==> config.mk <==
export PLATFORM = sky130hd
export DESIGN_NAME = isp_ctrl
export DESIGN_NICKNAME = d
export VERILOG_FILES = /design/src/core/isp_pkg.sv /design/src/core/isp_ctrl.sv
export VERILOG_INCLUDE_DIRS = /design/src /design/src/core
export SDC_FILE = /design/constraint.sdc
export NUM_CORES = 1
export LEC_CHECK = 0
export BUFFER_PORTS_ARGS = -buffer_cell sky130_fd_sc_hd__buf_2
export CORE_ASPECT_RATIO = 1.25
export CORE_MARGIN = 2
export CORE_UTILIZATION = 38
export DETAILED_ROUTE_END_ITERATION = 16
export HOLD_SLACK_MARGIN = 0.12
export SETUP_SLACK_MARGIN = 0.15
export SLEW_MARGIN = 20
export SYNTH_ARGS = -nofsm -noshare
export SYNTH_HDL_FRONTEND = slang
export SYNTH_SLANG_ARGS = --single-unit
==> constraint.sdc <==
create_clock -name mclk -period 105.7 [get_ports mclk]
set_input_delay 15.855 -clock mclk [delete_from_list [all_inputs] [get_ports mclk]]
set_output_delay 15.855 -clock mclk [all_outputs]
set_load 0.005 [all_outputs]
==> src/core/isp_params.svh <==
`ifndef ISP_PARAMS_SVH
`define ISP_PARAMS_SVH
// Notes on behaviour
// - a 4-bit priority field value is the level itself, 0 lowest, 15 highest.
// - five source kinds: non-maskable pin, breakpoint, debug port, pins, peripherals.
// - every request carries a level from 0 (lowest) to 16 (highest).
// - a source at level 0 is masked and never accepted.
// - the non-maskable request is level 16 and always accepted.
// - non-maskable pin is edge detected; a control one bit picks rising or falling.
// - taking the non-maskable request sets the cpu mask level to 15.
// - per pin, a sense bit and 2-bit edge field pick low level, falling, rising or both edges.
// - each external pin has its own priority 0 to 15 in registers a and b.
// - in low level mode the request stands exactly while the pin is low.
// - in low level mode the status flag shows the current request level.
// - in falling mode a high-to-low pin change raises the request.
// - an edge request stays latched until the cpu takes it or a status write clears it.
// - an edge flag clears on a write of 0 after it was read as 1.
// - taking a pin request loads the cpu mask with its programmed priority.
// - every peripheral request has its own distinct source number.
// - each peripheral has a programmable priority 0 to 15 in registers c to j.
// - taking a peripheral request loads the cpu mask with its priority.
// - breakpoint request is level 15, raised on a match, sets the mask to 15.
// - breakpoint request is edge detected and held until taken.
// - debug port request is level 15, raised by a serial command, sets mask 15.
// - debug port request is edge detected and held until taken.
// - sources of equal level rank by source number, smaller wins, fixed.
// - reset sets every pin and peripheral priority to level 0.
// - simultaneous equal-level requests resolve in the fixed default order.
`define ISP_N_PRI 10
`define ISP_A_CTRL1 4'hA
`define ISP_A_CTRL2 4'hB
`define ISP_A_STAT 4'hC
`define ISP_PRI_RST 16'h0000
`define ISP_CTRL_RST 16'h0000
`define ISP_NMI_POL_BIT 15
`define ISP_LVL_NMI 5'h10
`define ISP_LVL_FIX 5'h0F
`define ISP_MASK_FIX 4'hF
`define ISP_SRC_NMI 6'h00
`define ISP_SRC_BRK 6'h01
`define ISP_SRC_DBG 6'h02
`define ISP_SRC_IRQ0 6'h03
`define ISP_SRC_PER0 6'h0B
`define ISP_N_PIN 8
`define ISP_PER_FIELD0 8
`endif

==> src/core/isp_pkg.sv <==
package isp_pkg;
    typedef enum logic [1:0] {
        ISP_MD_LOW = 2'b00,
        ISP_MD_FALL = 2'b01,
        ISP_MD_RISE = 2'b10,
        ISP_MD_BOTH = 2'b11
    } isp_mode_t;
    typedef struct packed {
        logic [3:0] addr;
        logic [15:0] wdata;
        logic wr;
        logic rd;
    } isp_bus_t;
    typedef struct packed {
        logic [3:0] mask_level;
        logic accept;
    } isp_cpu_in_t;
    typedef struct packed {
        logic valid;
        logic [4:0] level;
        logic [5:0] src;
        logic [3:0] new_mask;
        logic taken;
    } isp_cpu_out_t;
endpackage : isp_pkg

==> src/core/isp_ctrl.sv <==
// Local design decisions: the register addresses and the strobed register port.
`include "isp_params.svh"
module isp_ctrl #(
    parameter int NPER = 32
) (
    input wire logic mclk,
    input wire logic sys_rst,
    input wire isp_pkg::isp_bus_t bus_i,
    output logic [15:0] rdata_o,
    input wire logic nmi_pin,
    input wire logic [7:0] irq_pins_n,
    input wire logic brk_match,
    input wire logic dbg_irq_cmd,
    input wire logic [NPER-1:0] periph_req,
    input wire isp_pkg::isp_cpu_in_t cpu_i,
    output isp_pkg::isp_cpu_out_t cpu_o
);
    import isp_pkg::*;

    localparam int NSRC = 11 + NPER;

    // ****************************************
    // parameter check
    // ****************************************
    // peripheral fields live in registers c to j: four per register
    if (NPER < 1 || NPER > 32) begin : g_bad_nper
        $error("NPER must lie in 1 to 32");
    end

    // ****************************************
    // state
    // ****************************************
    typedef struct packed {
        logic [1:0] nmi_sy;
        logic nmi_old;
        logic [7:0] irq_s1;
        logic [7:0] irq_s2;
        logic [7:0] irq_old;
        logic brk_old;
        logic dbg_old;
        logic nmi_f;
        logic brk_f;
        logic dbg_f;
        logic [7:0] irq_f;
        logic [7:0] armed;
        logic [9:0][15:0] pri;
        logic [15:0] ctl1;
        logic [15:0] ctl2;
        logic [15:0] rdata;
        isp_cpu_out_t cpu;
    } isp_state_t;

    localparam isp_state_t ST_RST = '0;

    isp_state_t s_q;
    isp_state_t s_d;

    // ****************************************
    // decode helpers
    // ****************************************
    function automatic logic [3:0] pri_of(input logic [9:0][15:0] pri, input int k);
        logic [3:0] r;
        r = pri[k / 4][(3 - (k % 4)) * 4 +: 4];
        return r;
    endfunction : pri_of

    function automatic isp_mode_t pin_mode(input logic [15:0] c1, input logic [15:0] c2,
                                           input int n);
        isp_mode_t m;
        if (!c1[7 - n]) begin
            m = ISP_MD_LOW;
        end else begin
            m = isp_mode_t'(c2[15 - 2 * n -: 2]);
        end
        return m;
    endfunction : pin_mode

    // ****************************************
    // next state
    // ****************************************
    logic take;
    logic [NSRC-1:0] pend;
    logic [4:0] lvl [NSRC];
    logic [4:0] best_lvl;
    logic [5:0] best_src;
    logic found;
    logic nmi_edge;
    logic [15:0] rd_mux;
    logic [7:0] clr_ok;
    isp_mode_t md;

    always_comb begin
        s_d = s_q;
        take = cpu_i.accept && s_q.cpu.valid;
        pend = '0;
        best_lvl = {1'b0, cpu_i.mask_level};
        best_src = '0;
        found = 1'b0;
        nmi_edge = 1'b0;
        rd_mux = 16'h0000;
        clr_ok = 8'h00;
        md = ISP_MD_LOW;
        for (int k = 0; k < NSRC; k++) begin
            lvl[k] = 5'h00;
        end

        // pins pass two flops before anything looks at them
        s_d.nmi_sy = {s_q.nmi_sy[0], nmi_pin};
        s_d.nmi_old = s_q.nmi_sy[1];
        s_d.irq_s1 = irq_pins_n;
        s_d.irq_s2 = s_q.irq_s1;
        s_d.irq_old = s_q.irq_s2;
        s_d.brk_old = brk_match;
        s_d.dbg_old = dbg_irq_cmd;

        // clears come first so that a same-cycle set wins
        if (take && s_q.cpu.src == `ISP_SRC_NMI) begin
            s_d.nmi_f = 1'b0;
        end
        if (take && s_q.cpu.src == `ISP_SRC_BRK) begin
            s_d.brk_f = 1'b0;
        end
        if (take && s_q.cpu.src == `ISP_SRC_DBG) begin
            s_d.dbg_f = 1'b0;
        end
        for (int i = 0; i < `ISP_N_PIN; i++) begin
            clr_ok[i] = bus_i.wr && bus_i.addr == `ISP_A_STAT && !bus_i.wdata[7 - i]
                        && s_q.armed[i];
            if (take && s_q.cpu.src == `ISP_SRC_IRQ0 + 6'(i)) begin
                s_d.irq_f[i] = 1'b0;
                s_d.armed[i] = 1'b0;
            end
            if (clr_ok[i]) begin
                s_d.irq_f[i] = 1'b0;
                s_d.armed[i] = 1'b0;
            end
        end

        // register writes
        if (bus_i.wr) begin
            if (bus_i.addr < 4'(`ISP_N_PRI)) begin
                s_d.pri[bus_i.addr] = bus_i.wdata;
            end else if (bus_i.addr == `ISP_A_CTRL1) begin
                s_d.ctl1 = bus_i.wdata;
            end else if (bus_i.addr == `ISP_A_CTRL2) begin
                s_d.ctl2 = bus_i.wdata;
            end
        end

        // register reads; unmapped reads return zero
        if (bus_i.addr < 4'(`ISP_N_PRI)) begin
            rd_mux = s_q.pri[bus_i.addr];
        end else if (bus_i.addr == `ISP_A_CTRL1) begin
            rd_mux = s_q.ctl1;
        end else if (bus_i.addr == `ISP_A_CTRL2) begin
            rd_mux = s_q.ctl2;
        end else if (bus_i.addr == `ISP_A_STAT) begin
            for (int i = 0; i < `ISP_N_PIN; i++) begin
                rd_mux[7 - i] = s_q.irq_f[i];
            end
        end
        s_d.rdata = bus_i.rd ? rd_mux : 16'h0000;
        if (bus_i.rd && bus_i.addr == `ISP_A_STAT) begin
            // a flag seen as 1 may then be cleared by writing 0
            s_d.armed = s_d.armed | s_q.irq_f;
        end

        // event detection
        if (s_q.ctl1[`ISP_NMI_POL_BIT]) begin
            nmi_edge = s_q.nmi_sy[1] && !s_q.nmi_old;
        end else begin
            nmi_edge = !s_q.nmi_sy[1] && s_q.nmi_old;
        end
        if (nmi_edge) begin
            s_d.nmi_f = 1'b1;
        end
        if (brk_match && !s_q.brk_old) begin
            s_d.brk_f = 1'b1;
        end
        if (dbg_irq_cmd && !s_q.dbg_old) begin
            s_d.dbg_f = 1'b1;
        end
        for (int i = 0; i < `ISP_N_PIN; i++) begin
            md = pin_mode(s_q.ctl1, s_q.ctl2, i);
            case (md)
                ISP_MD_LOW: begin
                    s_d.irq_f[i] = !s_q.irq_s2[i];
                    s_d.armed[i] = 1'b0;
                end
                ISP_MD_FALL: begin
                    if (s_q.irq_old[i] && !s_q.irq_s2[i]) begin
                        s_d.irq_f[i] = 1'b1;
                    end
                end
                ISP_MD_RISE: begin
                    if (!s_q.irq_old[i] && s_q.irq_s2[i]) begin
                        s_d.irq_f[i] = 1'b1;
                    end
                end
                ISP_MD_BOTH: begin
                    if (s_q.irq_old[i] != s_q.irq_s2[i]) begin
                        s_d.irq_f[i] = 1'b1;
                    end
                end
                default: begin
                    s_d.irq_f[i] = s_q.irq_f[i];
                end
            endcase
        end

        // candidates in fixed default order: index is the source number
        // five kinds: nmi, break, debug, pins, peripherals; levels span 0 to 16
        pend[0] = s_q.nmi_f;
        lvl[0] = `ISP_LVL_NMI;
        pend[1] = s_q.brk_f;
        lvl[1] = `ISP_LVL_FIX;
        pend[2] = s_q.dbg_f;
        lvl[2] = `ISP_LVL_FIX;
        for (int i = 0; i < `ISP_N_PIN; i++) begin
            pend[3 + i] = s_q.irq_f[i];
            lvl[3 + i] = {1'b0, pri_of(s_q.pri, i)};
        end
        for (int i = 0; i < NPER; i++) begin
            pend[11 + i] = periph_req[i];
            lvl[11 + i] = {1'b0, pri_of(s_q.pri, `ISP_PER_FIELD0 + i)};
        end
        // strict compare: level 0 never wins, ties keep the smaller number
        for (int k = 0; k < NSRC; k++) begin
            if (pend[k] && lvl[k] > best_lvl) begin
                best_lvl = lvl[k];
                best_src = 6'(k);
                found = 1'b1;
            end
        end

        // the taken source drops out one cycle later; hold off re-presenting it
        s_d.cpu.valid = found && !take;
        s_d.cpu.level = best_lvl;
        s_d.cpu.src = best_src;
        s_d.cpu.taken = take;
        if (take) begin
            if (s_q.cpu.level == `ISP_LVL_NMI) begin
                s_d.cpu.new_mask = `ISP_MASK_FIX;
            end else begin
                s_d.cpu.new_mask = s_q.cpu.level[3:0];
            end
        end
    end

    always_ff @(posedge mclk) begin
        if (sys_rst) begin
            s_q <= ST_RST;
        end else begin
            s_q <= s_d;
        end
    end

    assign rdata_o = s_q.rdata;
    assign cpu_o = s_q.cpu;

    logic clr0_ok;
    logic take_irq0;
    isp_mode_t md0;
    assign clr0_ok = clr_ok[0];
    assign take_irq0 = take && s_q.cpu.src == `ISP_SRC_IRQ0;
    assign md0 = pin_mode(s_q.ctl1, s_q.ctl2, 0);
endmodule : isp_ctrl

==> impl_results.md <==
* Top cell type's share of synthesized area at 25.9%
* CTS tree: done
* Yosys reg bits at 273
* Max_cap viols at 0
* Final instance area at 22900 sq um
* CP required at 106.09 ns
* Final estimated routing congestion in global placement at 0.905
* Register clock-pin slew on the reported worst setup and hold paths at ~0.060 ns
* CTS buffer count at 28
* Syn avg cell area at 7.49 sq um
* Final setup vio count at 0
* Largest net degree at the start of global routing at ~130
* Hold Crit Class: reg2reg
* Maximum clock rate at 11.5 MHz
* Vias in the first global route at 20200
* Final worst-path setup slack at 18.83 ns
* Layout area overhead at 8.42%
* Critical path launch point type: input port
* Antenna violations before repair at 4
* Die W at 215 um
* CP max-delay cell: nor4bb_2
* Pwr Density at 20.6 nW/um^2
* Post-CTS sizing at 0
* # IOs at 105
* Arr. time, crit path at 87.26 ns
* Post-Syn Instances at 2818
* Port Buffer Count at 104
* Most used cell, CP: ha_1
* Dominant synthesized flop cell: dfxtp_1
* WL per Instance at 20.6 um
* Sw Share at a little over two fifths
* Worst setup EP type: flop
* Via count at 20900
* RSZ-0062 raised after global routing: false
* Dpl cell area at 21900 sq um
* Core Area at roughly 55000 sq um
* CP Class: in2reg
* Place WS at 19.30 ns
* Post-DRT Antenna Nets at 0
* Combinational group share of total power at 53.9%
* Peak supply drop at 18.6 uV
* Post-synth EDFFs at 0
* Tot Pwr at around 0.47 mW
* Internal power at 0.273 mW
* Worst-case clock buffer depth at 3
* P_leak at 8.99 nW
* Post-Synthesis Cell Area at around 21000 sq um
* Final Cycle Share at 82.2%
* Worst slew pin tran at 1.17 ns
* NumNets Final at 3007
* Placement row count at 96
* Gr usage total at 24.6%
* Syn_nets at about 3000
* Warnings, synthesis at 0
* Post-CTS Setup Bufs at 0
* Worst-Skew Late Latency at 0.56 ns
* Seq/Total Area, Yosys at 25.9%
* Post-route insts no fill at 3554
* Seq pwr share at around a quarter
* Max-slew headroom at 19.8%
* Initial core utilization at around two fifths
* Hold Slack at 0.441 ns
* Initial DRC Count at between 1500 and 2000
* Clock power share at 22.5%
* Clk root buf: clkbuf_16
* Fin util at 41.7%
* Final Hold Fails at 0
* Layout fillers at about 5600
* Die area at 57400 sq um
* CP Max Fanout at 12
* DP HPWL at 55700 um
* DRC at 0
* Ranking of synthesized cells by area: dfxtp_1 (26%), nand2_1 (10%), a21oi_1 (8.3%), ha_1 (8.2%), mux4_2 (4.3%)
* H-tree depth at 1
* Layout cells sized above 1 at 11.9%
* First-pass GRT wire length at 113000 um
* Crit path time final at 86.87 ns
* # clock sinks at 273
* Hold_buf cts at 0
* FFs w/ async S/R, synth at 0%
* Cell accounting for the most synthesized area: dfxtp_1
* Clk_skew at 0.0190 ns
* Drt via density at 5.87
* Cell variety after synth at between 100 and 150
* Placed Instances at 3502
* Net Sw Power at slightly below 0.2 mW
* Die H at 267 um
* Status: finished, final reports clean
* Routed WL at about 73000 um
* Slew Limit Fails at 0
* Remaining global-route overflow at 0
* Router iterations before antenna repair at 6
* CP peak stage delay at 0.89 ns
* Critical path's top delay family: compound AO/OA/AOI/OAI gates
* Sum Neg Setup Slack at 0 ns
* Worst Path Buf+Inv at 27
-- final cells by class --
class                   count  area, sq um  area share, %
flip-flops and latches    273         5470           23.9
clock buffers              37          806           3.52
repair buffers            118          637           2.78
clock inverters            14          176          0.771
well taps                 735          920           4.02
multi-input cells        2198        14200           62.1
diodes                      1         2.50         0.0109
inverters                 178          668           2.92
-- layer usage --
| metal | vias up | GRT usage (%) | routed length (um) |
|---|---|---|---|
| met5 | - | 0 | 27 |
| met4 | 4 | 11.7 | 3520 |
| met3 | 176 | 2.04 | 3840 |
| met2 | 711 | 44.7 | 36300 |
| met1 | 10000 | 29.4 | 29400 |
| li1 | 9967 | - | - |
-- layout by cell type (no fill, tap or decap), drive strengths merged, types with 10 or more instances in the layout --
cell type and n:
buf 117, a2111oi 11, and2 28, inv 178
o22ai 17, ha 138, nand2b 29, a21oi 354
o21a 24, a22oi 11, a211oi 41, a31o 10
or2 17, o221ai 12, a31oi 25, o31ai 11
nor3 55, mux2 56, dfxtp 273, o211ai 33
nor2b 52, nor2 202, o2111ai 18, o21ai 89
mux4 40, a221oi 11, and3 46, a21o 14
o211a 18, nor3b 23, xnor2 14, clkbuf 38
nand2 560, mux2i 39, nand3 41
-- cell usage after synthesis (8+ instances only) --
cell type,count
mux2i_1,37
nand4_1,8
ha_1,138
a221oi_1,11
buf_4,33
a211o_1,9
nor3b_1,22
o21bai_1,8
nand2_1,560
a31o_2,8
nor3_1,53
o2111ai_1,15
a2111oi_0,9
o21a_1,21
mux2_2,52
a211oi_1,38
a21oi_1,351
o221ai_1,11
nand2b_1,29
o211a_1,17
and3_1,46
nor2_1,202
o22ai_1,16
buf_1,19
dfxtp_1,273
a21o_1,14
clkbuf_1,109
or2_2,11
o211ai_1,28
inv_1,177
a22oi_1,11
o21ai_0,82
mux4_2,40
o31ai_1,9
xnor2_1,14
nor2b_1,52
nand3_1,41
o22a_1,9
a31oi_1,24
and2_1,25
-- registers in the layout, summed over array words and instances (netlist names) --
name and cells:
lvl 160, rdata_o 16, s_q 51, pend 11, s_d 18, cpu_o 17
-- path summary, 6_finish.rpt --
check | startpoint | end | slack (ns) | depth (start not counted)
max | cpu_i[4] | cpu_o[16] | 18.83 | 337
min | s_d[272] | s_d[270] | 0.44 | 1
max reg2reg | pend[0] | cpu_o[16] | 33.10 | 338
min reg2reg | s_d[272] | s_d[270] | 0.44 | 1
-- logic make-up (layout without fill, tap and decap cells) --
kind of cell    Yosys count  count (layout)  share of synthesized area, %
simple gates           1112            1112                          24.1
compound gates          788             788                          24.6
buf+inv                 347             347                          6.87
flops                   273             273                          25.9
fa+ha+maj               143             143                          8.42
mux                     135             135                          9.24
xor+xnor                 20              20                         0.830
other cells               0               1                             0
-- power groups by stage --
stage	sequential [mW]	clock [mW]	combinational [mW]
after floorplan	0.112	0	0.194
after global placement	0.114	0	0.244
after detailed placement	0.114	0	0.251
after CTS	0.111	0.107	0.253
after global routing	0.112	0.110	0.284
final	0.112	0.106	0.254
No activity file was read; power rests on OpenSTA's default activity.
